File: config.mk
export PLATFORM = sky130hd
export DESIGN_NAME = ssrs_bank
export DESIGN_NICKNAME = d
export VERILOG_FILES = /design/src/rtl/ssrs_pkg.sv /design/src/rtl/ssrs_set_if.sv /design/src/rtl/ssrs_regset.sv /design/src/rtl/ssrs_bank.sv
export SDC_FILE = /design/constraint.sdc
export NUM_CORES = 2
export LEC_CHECK = 0
export ABC_CLOCK_PERIOD_IN_PS = 3800
export BUFFER_PORTS_ARGS = -buffer_cell sky130_fd_sc_hd__buf_2
export CAP_MARGIN = 20
export CORE_MARGIN = 8
export CORE_UTILIZATION = 50
export CTS_CLUSTER_SIZE = 10
export DETAILED_ROUTE_END_ITERATION = 12
export GPL_TIMING_DRIVEN = 1
export PLACE_DENSITY = 0.69
export SETUP_SLACK_MARGIN = 0.02
export SLEW_MARGIN = 20
export SYNTH_ARGS = -nofsm -noshare
export SYNTH_HDL_FRONTEND = slang
export SYNTH_SLANG_ARGS = --single-unit
File: constraint.sdc
create_clock -name clk_i -period 3.8 [get_ports clk_i]
set_input_delay 0.19 -clock clk_i [delete_from_list [all_inputs] [get_ports clk_i]]
set_output_delay 0.19 -clock clk_i [all_outputs]
set_load 0.02 [all_outputs]
File: src/rtl/ssrs_pkg.sv
// package: constants and types for the status register set bank
package ssrs_pkg;
  localparam int SSRS_NUM_SETS = 11;
  localparam int SSRS_SEL_W = 4;
  localparam int SSRS_DATA_W = 16;
  // register set selectors
  localparam logic [3:0] SSRS_SET_DEVICE = 4'h0;
  localparam logic [3:0] SSRS_SET_OPER = 4'h1;
  localparam logic [3:0] SSRS_SET_OPER_CAL = 4'h2;
  localparam logic [3:0] SSRS_SET_OPER_LLF = 4'h3;
  localparam logic [3:0] SSRS_SET_OPER_MEAS = 4'h4;
  localparam logic [3:0] SSRS_SET_OPER_SENSE = 4'h5;
  localparam logic [3:0] SSRS_SET_OPER_TRIG = 4'h6;
  localparam logic [3:0] SSRS_SET_OPER_ULF = 4'h7;
  localparam logic [3:0] SSRS_SET_QUES = 4'h8;
  localparam logic [3:0] SSRS_SET_QUES_CAL = 4'h9;
  localparam logic [3:0] SSRS_SET_QUES_POW = 4'hA;
  // writable field: low 15 bits, bit 15 forced to zero
  localparam logic [15:0] SSRS_VALUE_MASK = 16'h7FFF;
  // preset values
  localparam logic [15:0] SSRS_ENABLE_PRESET = 16'h0000;
  localparam logic [15:0] SSRS_NTR_PRESET = 16'h0000;
  localparam logic [15:0] SSRS_PTR_PRESET = 16'h7FFF;
  localparam logic [15:0] SSRS_EVENT_RESET = 16'h0000;
  localparam logic SSRS_QEN_PRESET = 1'b0;
  localparam logic [7:0] SSRS_IEEE_RESET = 8'h00;
  // sub-commands
  typedef enum logic [2:0] {
    SSRS_CMD_EVENT = 3'h0,
    SSRS_CMD_COND = 3'h1,
    SSRS_CMD_ENABLE = 3'h2,
    SSRS_CMD_NTR = 3'h3,
    SSRS_CMD_PTR = 3'h4
  } ssrs_cmd_t;
endpackage : ssrs_pkg

File: src/rtl/ssrs_set_if.sv
// interface: per-set control lines from the bank to one register set
`timescale 1ns/1ns
interface ssrs_set_if;
  import ssrs_pkg::*;
  logic sel;
  logic wr_enable;
  logic wr_ntr;
  logic wr_ptr;
  logic rd_event;
  logic [15:0] wdata;
  logic [15:0] cond;
  logic [15:0] event_q;
  logic [15:0] enable_q;
  logic [15:0] ntr_q;
  logic [15:0] ptr_q;
  logic summary;
  modport bank (output sel, wr_enable, wr_ntr, wr_ptr, rd_event, wdata,
    input cond, event_q, enable_q, ntr_q, ptr_q, summary);
  modport regset (input sel, wr_enable, wr_ntr, wr_ptr, rd_event, wdata,
    output cond, event_q, enable_q, ntr_q, ptr_q, summary);
endinterface : ssrs_set_if

File: src/rtl/ssrs_regset.sv
// one status register set: condition, event, enable, transition filters
`timescale 1ns/1ns
module ssrs_regset
  import ssrs_pkg::*;
(
  input wire logic clk_i,
  input wire logic resetn_i,
  input wire logic clear_status_i,
  input wire logic preset_i,
  input wire logic [15:0] cond_i,
  ssrs_set_if.regset bus
);
  logic [15:0] cond_prev;
  logic [15:0] evt;
  logic [15:0] ena;
  logic [15:0] ntr;
  logic [15:0] ptr;
  logic [15:0] next_cond_prev;
  logic [15:0] next_evt;
  logic [15:0] next_ena;
  logic [15:0] next_ntr;
  logic [15:0] next_ptr;
  logic [15:0] cond;
  logic [15:0] hit;

  //////////////////////////////////////////////////////////////////////////
  // next values; a set of an event bit beats the read or clear-status clear
  always_comb begin
    cond = cond_i & SSRS_VALUE_MASK;
    next_cond_prev = cond;
    hit = (~cond & cond_prev & ntr) | (cond & ~cond_prev & ptr);
    next_evt = evt;
    if ((bus.sel && bus.rd_event) || clear_status_i) begin
      next_evt = SSRS_EVENT_RESET;
    end
    next_evt = next_evt | hit;
    next_ena = ena;
    next_ntr = ntr;
    next_ptr = ptr;
    if (preset_i) begin
      next_ena = SSRS_ENABLE_PRESET;
      next_ntr = SSRS_NTR_PRESET;
      next_ptr = SSRS_PTR_PRESET;
    end else if (bus.sel) begin
      if (bus.wr_enable) begin
        next_ena = bus.wdata & SSRS_VALUE_MASK;
      end
      if (bus.wr_ntr) begin
        next_ntr = bus.wdata & SSRS_VALUE_MASK;
      end
      if (bus.wr_ptr) begin
        next_ptr = bus.wdata & SSRS_VALUE_MASK;
      end
    end
  end

  // power-on reset clears events and presets filters and enables
  always_ff @(posedge clk_i) begin
    if (!resetn_i) begin
      cond_prev <= 16'h0000;
      evt <= SSRS_EVENT_RESET;
      ena <= SSRS_ENABLE_PRESET;
      ntr <= SSRS_NTR_PRESET;
      ptr <= SSRS_PTR_PRESET;
    end else begin
      cond_prev <= next_cond_prev;
      evt <= next_evt;
      ena <= next_ena;
      ntr <= next_ntr;
      ptr <= next_ptr;
    end
  end

  assign bus.cond = cond;
  assign bus.event_q = evt;
  assign bus.enable_q = ena;
  assign bus.ntr_q = ntr;
  assign bus.ptr_q = ptr;
  assign bus.summary = |(evt & ena);
endmodule : ssrs_regset

File: src/rtl/ssrs_bank.sv
// top: bank of eleven status register sets with command port
//
// Contract
// - power-on and preset restore filters, enables and queue enable; reset and clear do not.
// - clear-status and power-on clear all event registers and the queue flag; others leave them.
// - standard enable and request enable clear only at power-on; status byte also on clear-status.
// - a condition query returns the 15-bit condition of the set, 0..32767, without changing it.
// - an event query returns the event register, 0..32767, and clears it.
// - a status access with no sub-command is an event query.
// - an enable write stores the low 15 bits and forces bit 15 to zero.
// - an enable query returns the enable register, 0..32767.
// - a negative-transition write stores the low 15 bits with bit 15 zero.
// - a negative-transition query returns that register, 0..32767.
// - a positive-transition write stores the low 15 bits with bit 15 zero.
// - a positive-transition query returns that register, 0..32767.
// - every set has its own five registers reached by the same sub-commands.
// - an event bit latches on a falling condition with NTR set or rising with PTR set.
`timescale 1ns/1ns
module ssrs_bank
  import ssrs_pkg::*;
#(
  parameter int NUM_SETS = SSRS_NUM_SETS
) (
  input wire logic clk_i,
  input wire logic resetn_i,
  input wire logic cmd_valid_i,
  input wire logic cmd_write_i,
  input wire logic [3:0] cmd_set_i,
  input wire logic cmd_has_sub_i,
  input wire logic [2:0] cmd_sub_i,
  input wire logic [15:0] cmd_wdata_i,
  input wire logic clear_status_i,
  input wire logic reset_cmd_i,
  input wire logic preset_i,
  input wire logic queue_push_i,
  input wire logic [7:0] ese_wdata_i,
  input wire logic ese_we_i,
  input wire logic [7:0] sre_wdata_i,
  input wire logic sre_we_i,
  input wire logic [7:0] sesr_set_i,
  input wire logic stb_read_i,
  input wire logic [15:0] cond_i [NUM_SETS],
  output logic rsp_valid_o,
  output logic [15:0] rsp_data_o,
  output logic cmd_error_o,
  output logic [NUM_SETS-1:0] summary_o,
  output logic queue_enable_o,
  output logic queue_pending_o,
  output logic [7:0] ese_o,
  output logic [7:0] sre_o,
  output logic [7:0] sesr_o
);
  // per-set links and read values
  ssrs_set_if sif [NUM_SETS] ();
  logic [15:0] rd_mux [NUM_SETS];
  // command decode
  ssrs_cmd_t sub;
  logic set_ok;
  logic sub_ok;
  logic ro_write;
  logic refuse;
  logic accept;
  // registered state
  logic rsp_valid;
  logic [15:0] rsp_data;
  logic cmd_error;
  logic queue_en;
  logic queue_pend;
  logic [7:0] ese;
  logic [7:0] sre;
  logic [7:0] sesr;
  // next values
  logic next_rsp_valid;
  logic [15:0] next_rsp_data;
  logic next_cmd_error;
  logic next_queue_en;
  logic next_queue_pend;
  logic [7:0] next_ese;
  logic [7:0] next_sre;
  logic [7:0] next_sesr;

  //////////////////////////////////////////////////////////////////////////
  // decode: missing sub-command falls back to event query
  always_comb begin
    sub = cmd_has_sub_i ? ssrs_cmd_t'(cmd_sub_i) : SSRS_CMD_EVENT;
    set_ok = (cmd_set_i < 4'(NUM_SETS));
    sub_ok = !cmd_has_sub_i || (cmd_sub_i <= 3'h4);
    // event and condition are query-only, so writing them is refused
    ro_write = cmd_write_i && ((sub == SSRS_CMD_EVENT) || (sub == SSRS_CMD_COND));
    // a refused command must leave every register of every set untouched
    refuse = cmd_valid_i && (!set_ok || !sub_ok || ro_write);
    accept = cmd_valid_i && !refuse;
  end

  // one register set per selector, each with its own five registers
  genvar g;
  generate
    for (g = 0; g < NUM_SETS; g++) begin : g_set
      // select rises in a set only for an accepted command naming it; the write and read strobes go to every set
      assign sif[g].sel = accept && (cmd_set_i == 4'(g));
      assign sif[g].wr_enable = cmd_write_i && (sub == SSRS_CMD_ENABLE);
      assign sif[g].wr_ntr = cmd_write_i && (sub == SSRS_CMD_NTR);
      assign sif[g].wr_ptr = cmd_write_i && (sub == SSRS_CMD_PTR);
      assign sif[g].rd_event = !cmd_write_i && (sub == SSRS_CMD_EVENT);
      assign sif[g].wdata = cmd_wdata_i;
      // summary leaves the bank per set; wiring it into a parent is done outside
      assign summary_o[g] = sif[g].summary;

      // clear-status and preset reach every set in the same cycle
      ssrs_regset u_set (
        .clk_i(clk_i),
        .resetn_i(resetn_i),
        .clear_status_i(clear_status_i),
        .preset_i(preset_i),
        .cond_i(cond_i[g]),
        .bus(sif[g])
      );

      // read mux per set; values already carry bit 15 at zero
      always_comb begin
        case (sub)
          SSRS_CMD_COND: rd_mux[g] = sif[g].cond;
          SSRS_CMD_ENABLE: rd_mux[g] = sif[g].enable_q;
          SSRS_CMD_NTR: rd_mux[g] = sif[g].ntr_q;
          SSRS_CMD_PTR: rd_mux[g] = sif[g].ptr_q;
          default: rd_mux[g] = sif[g].event_q;
        endcase
      end
    end
  endgenerate

  //////////////////////////////////////////////////////////////////////////
  // response next values; a refused command answers with an error pulse only
  always_comb begin
    next_rsp_valid = 1'b0;
    next_rsp_data = rsp_data;
    next_cmd_error = refuse;
    // only an accepted query produces an answer
    if (accept && !cmd_write_i) begin
      next_rsp_valid = 1'b1;
      next_rsp_data = 16'h0000;
      // an out-of-range set never reaches here, so no fallback set is needed
      for (int i = 0; i < NUM_SETS; i++) begin
        if (cmd_set_i == 4'(i)) begin
          next_rsp_data = rd_mux[i] & SSRS_VALUE_MASK;
        end
      end
    end
  end

  // response registers; data holds until the next answer
  always_ff @(posedge clk_i) begin
    if (!resetn_i) begin
      rsp_valid <= 1'b0;
      rsp_data <= 16'h0000;
      cmd_error <= 1'b0;
    end else begin
      rsp_valid <= next_rsp_valid;
      rsp_data <= next_rsp_data;
      cmd_error <= next_cmd_error;
    end
  end

  //////////////////////////////////////////////////////////////////////////
  // error queue next values; reset_cmd_i touches nothing in this block
  always_comb begin
    // the queue enable moves only on preset, so it has no write path here
    next_queue_en = preset_i ? SSRS_QEN_PRESET : queue_en;
    // a push in the clearing cycle survives the clear
    next_queue_pend = (clear_status_i ? 1'b0 : queue_pend) | queue_push_i;
  end

  // error queue registers
  always_ff @(posedge clk_i) begin
    if (!resetn_i) begin
      queue_en <= SSRS_QEN_PRESET;
      queue_pend <= 1'b0;
    end else begin
      queue_en <= next_queue_en;
      queue_pend <= next_queue_pend;
    end
  end

  //////////////////////////////////////////////////////////////////////////
  // standard registers next values
  always_comb begin
    // ese and sre keep their value through clear-status and preset
    next_ese = ese_we_i ? ese_wdata_i : ese;
    next_sre = sre_we_i ? sre_wdata_i : sre;
    // a status bit raised in the clearing cycle survives the clear
    next_sesr = (clear_status_i || stb_read_i) ? SSRS_IEEE_RESET : sesr;
    next_sesr = next_sesr | sesr_set_i;
  end

  // standard registers; power-on reset clears the standard enables as well
  always_ff @(posedge clk_i) begin
    if (!resetn_i) begin
      ese <= SSRS_IEEE_RESET;
      sre <= SSRS_IEEE_RESET;
      sesr <= SSRS_IEEE_RESET;
    end else begin
      ese <= next_ese;
      sre <= next_sre;
      sesr <= next_sesr;
    end
  end

  //////////////////////////////////////////////////////////////////////////
  // response outputs straight from their registers
  assign rsp_valid_o = rsp_valid;
  assign rsp_data_o = rsp_data;
  assign cmd_error_o = cmd_error;

  // status outputs straight from their registers
  assign queue_enable_o = queue_en;
  assign queue_pending_o = queue_pend;
  assign ese_o = ese;
  assign sre_o = sre;
  assign sesr_o = sesr;
endmodule : ssrs_bank

==> flow_summary.html <==
<table>
<tr><th>Metric</th><th>Value</th></tr>
<tr><th colspan="2">Global route</th></tr>
<tr><td>Total routing resource utilization after global routing</td><td>0.333</td></tr>
<tr><td>Wire length of the first global-routing pass</td><td>236,000 µm</td></tr>
<tr><td>Pin count of the biggest net entering global routing</td><td>116</td></tr>
<tr><td>Remaining global-route overflow</td><td>0</td></tr>
<tr><td>Initial antenna violation count</td><td>24</td></tr>
<tr><td>Vias in the first global route</td><td>37,700</td></tr>
<tr><th colspan="2">Critical path</th></tr>
<tr><td>Worst path max stage delay</td><td>around 0.66 ns</td></tr>
<tr><td>Data required, critical path</td><td>roughly 4.4 ns</td></tr>
<tr><td>Buf/Inv on CP</td><td>4</td></tr>
<tr><td>Ordered cell list for the critical path</td><td>buf_2, nor2_1, o21ai_4, buf_12, buf_12, o21ai_0, o22ai_1, nor4_1, buf_4, o32ai_1</td></tr>
<tr><td>Type of the setup path with the least slack</td><td>in -&gt; reg</td></tr>
<tr><td>Crit path max fanout</td><td>36</td></tr>
<tr><td>Worst Setup Start Kind</td><td>input pin</td></tr>
<tr><td>Kind of cell adding the most delay to the critical path</td><td>compound AO/OA/AOI/OAI gates</td></tr>
<tr><td>Data arrival at the endpoint of the critical path</td><td>~3.2 ns</td></tr>
<tr><td>Slowest stage cell, crit path</td><td>o21ai_4</td></tr>
<tr><td>Crit path top cell by count</td><td>buf_12</td></tr>
<tr><td>Endpoint class of the critical path</td><td>register</td></tr>
<tr><th colspan="2">Clock network</th></tr>
<tr><td>Clock root cell</td><td>clkbuf_16</td></tr>
<tr><td>Clock insertion delay at the later pin of the skew report</td><td>0.68 ns</td></tr>
<tr><td>Inserted Clock Buffers</td><td>99</td></tr>
<tr><td>Number of gates resized after cts</td><td>0</td></tr>
<tr><td>Clock H-tree levels</td><td>3</td></tr>
<tr><td>Clk pin slew, worst setup/hold paths</td><td>about 0.06 ns</td></tr>
<tr><td>Clock Sinks</td><td>867</td></tr>
<tr><td>Longest Clk Path Bufs</td><td>3</td></tr>
<tr><td>TritonCTS clock tree</td><td>yes</td></tr>
<tr><th colspan="2">STA</th></tr>
<tr><td>Max Clk Rate</td><td>380 MHz</td></tr>
<tr><td>Worst rel slew slack</td><td>0.190</td></tr>
<tr><td>Final setup violating endpoints</td><td>0</td></tr>
<tr><td>Hold violation count in the final report</td><td>0</td></tr>
<tr><td>Clock skew after layout</td><td>0.0298 ns</td></tr>
<tr><td>Slew at the pin closest to its max-slew limit</td><td>1.21 ns</td></tr>
<tr><td>Fraction of the cycle the final worst path needs</td><td>0.693</td></tr>
<tr><td>Pins over their slew limit</td><td>0</td></tr>
<tr><td>Min cycle time layout</td><td>2.63 ns</td></tr>
<tr><td>Summed negative setup slack over all endpoints</td><td>0 ns</td></tr>
<tr><td>Setup repair after global routing missed its margin</td><td>no</td></tr>
<tr><th colspan="2">Final layout</th></tr>
<tr><td>Util after Layout</td><td>0.591</td></tr>
<tr><td>Layout Cell Area excl Fill</td><td>48,100 µm²</td></tr>
<tr><td>Layout net count</td><td>5,508</td></tr>
<tr><td>Post-route non-filler standard cell count</td><td>6,389</td></tr>
<tr><td>Commonest cells after routing, fill and taps aside</td><td>dfxtp_1 (867), nand2_1 (680), a21oi_1 (369)</td></tr>
<tr><td>Layout overhead on the synthesized area</td><td>17.7%</td></tr>
<tr><td>Most common cell after layout, fill and taps aside</td><td>dfxtp_1</td></tr>
<tr><td>Share of layout cells above drive strength 1</td><td>0.118</td></tr>
<tr><td>Number of fill cells</td><td>about 7,200</td></tr>
<tr><th colspan="2">Run status</th></tr>
<tr><td>Run status</td><td>finished clean</td></tr>
<tr><th colspan="2">Detailed routing</th></tr>
<tr><td>Total vias in the final route</td><td>40,100</td></tr>
<tr><td>Via density per instance</td><td>around 6.3</td></tr>
<tr><td>Pre-antenna DRT Iters</td><td>8</td></tr>
<tr><td>Wirelength, routed</td><td>158,000 µm</td></tr>
<tr><td>Average routed wire per standard cell</td><td>between 20 and 25 µm</td></tr>
<tr><td>Post-route DRC</td><td>0</td></tr>
<tr><td>Remaining antenna violation count</td><td>0</td></tr>
<tr><td>Violation count after the first detailed-route iteration</td><td>4,655</td></tr>
<tr><th colspan="2">Placement</th></tr>
<tr><td>Standard cell area after detailed placement</td><td>43,100 µm²</td></tr>
<tr><td>Gp weighted congestion</td><td>0.929</td></tr>
<tr><td># placed instances</td><td>6,017</td></tr>
<tr><td>Sum of net half-perimeters after detailed placement</td><td>about 100,000 µm</td></tr>
<tr><td># port buffers</td><td>274</td></tr>
<tr><th colspan="2">Synth</th></tr>
<tr><td>Number of enable-type register cells in the synthesized netlist</td><td>0</td></tr>
<tr><td>Sequential element share of the synthesized area</td><td>0.425</td></tr>
<tr><td>Register bit count reported by yosys</td><td>867</td></tr>
<tr><td>Cell area after synthesis</td><td>40,900 µm²</td></tr>
<tr><td>Post-synthesis area per instance</td><td>a little over 8 µm²</td></tr>
<tr><td>Synth Warn #</td><td>0</td></tr>
<tr><td>Library cells used by synthesis</td><td>67</td></tr>
<tr><td>Main flop type after synthesis</td><td>dfxtp_1</td></tr>
<tr><td>Gate Count Post-Synth</td><td>4,942</td></tr>
<tr><td>Ys async rst share</td><td>0</td></tr>
<tr><th colspan="2">Power and ir drop</th></tr>
<tr><td>Power density over the cells</td><td>423 nW/µm²</td></tr>
<tr><td>Post-layout total power</td><td>20.3 mW</td></tr>
<tr><td>Standby leakage power</td><td>approximately 18 nW</td></tr>
<tr><td>Peak supply drop</td><td>0.326 mV</td></tr>
<tr><th colspan="2">Floorplan</th></tr>
<tr><td>Core outline area</td><td>between 80,000 and 90,000 µm²</td></tr>
<tr><td>Die boundary height</td><td>a little over 300 µm</td></tr>
<tr><td>Initial cell density of the core</td><td>0.502</td></tr>
<tr><td>Overall die width</td><td>302 µm</td></tr>
<tr><td>Standard-cell row count</td><td>105</td></tr>
<tr><td>Die area</td><td>91,100 µm²</td></tr>
<tr><td>Boundary Pins</td><td>290</td></tr>
<tr><th colspan="2">Hold path</th></tr>
<tr><td>Type of the tightest min-delay check</td><td>in -&gt; reg</td></tr>
<tr><th colspan="2">Job</th></tr>
<tr><td>Number of max-cap violations</td><td>0</td></tr>
</table>
timing repair:
item                                   in CTS  in global routing
hold buffers                              225                  0
endpoints found under the hold margin     360                  0
setup buffers                               0                  0
cell type report:
cell class	count	area (µm²)	area share
clock inverter	8	77.6	0.00161
inverter	82	310	0.00645
tap	1070	1340	0.0278
antenna	19	47.5	0.000989
multi-input combinational	3555	21100	0.439
sequential	867	17400	0.361
clock buffer	120	2620	0.0544
timing repair buffer	668	5230	0.109
where the power goes:
part	leakage, nW	internal [mW]	switching [mW]	total [mW]
Combinational	9.56	0.869	1.43	2.30
Clock	1.32	4.77	3.74	8.51
Sequential	7.09	9.34	0.196	9.54
Total	18.0	15.0	5.36	20.3
kinds of logic after synthesis:
group / count (synthesis) / share of synthesized area
mux: 224 / 0.0549
buf+inv: 521 / 0.0606
flops: 867 / 0.425
simple gates: 2010 / 0.257
other cells: 1 / 0.0000918
compound gates: 1319 / 0.202
metrics by stage:
stage,hold WS (ns),setup WS [ns]
2_1_floorplan,0.312,2.02
3_3_place_gp,0.400,0.722
3_5_place_dp,0.409,0.642
4_1_cts,0.000601,1.32
5_1_grt,0.0118,1.18
6_report,0.0317,1.17
worst min-delay path, stage by stage:
cell and delay [ns]:
buf_2 0.19, mux2i_1 0.19, nor2b_1 0.07
worst paths after layout:
kind,cells after the start,endpoint,from,slack (ns)
setup / recovery,10,rsp_data_o[11],cmd_sub_i[0],1.17
hold reg to reg,2,g_set[10].u_set.bus.ntr_q[5],g_set[10].u_set.bus.ntr_q[5],0.47
setup reg to reg,6,rsp_data_o[6],g_set[8].u_set.bus.enable_q[6],1.43
hold / removal,3,ese_o[7],ese_we_i,0.03
layer usage:
metal,GRT usage,wire length (µm)
met3,0.0783,18200
met4,0.183,9710
met2,0.510,68800
met1,0.431,61500
met5,0,69
synth_stat cells, drive strengths merged, types with 12 or more instances:
library cell,n,area share
a21oi,381,0.048
and3,14,0.0021
nor2,262,0.027
clkbuf,230,0.021
o32ai,12,0.0026
nor4,29,0.0052
nand4,16,0.0032
nand3b,166,0.030
nand2b,104,0.016
nor2b,233,0.036
o32a,37,0.0091
and2,171,0.026
a31oi,73,0.011
o221ai,39,0.0084
a2bb2oi,41,0.0088
a22oi,66,0.012
o22a,16,0.0034
nor3,26,0.0051
buf,209,0.032
nor3b,55,0.010
inv,82,0.0076
a211oi,32,0.0059
o21ai,396,0.049
mux2i,224,0.055
nand2,680,0.062
a222oi,14,0.0034
o22ai,51,0.0086
nand3,237,0.029
dfxtp,867,0.42
o211ai,58,0.011
a221oi,65,0.014
registers in the layout (all words and copies together), names as in the netlist:
register / cells
cmd_error_o: 1
ese_o: 8
g_set.u_set.bus.enable_q: 165
g_set.u_set.bus.event_q: 165
g_set.u_set.bus.ntr_q: 165
g_set.u_set.bus.ptr_q: 165
g_set.u_set.cond_prev: 165
queue_pending_o: 1
rsp_data_o: 15
rsp_valid_o: 1
sesr_o: 8
sre_o: 8
Power figures use the tool's default switching activity.
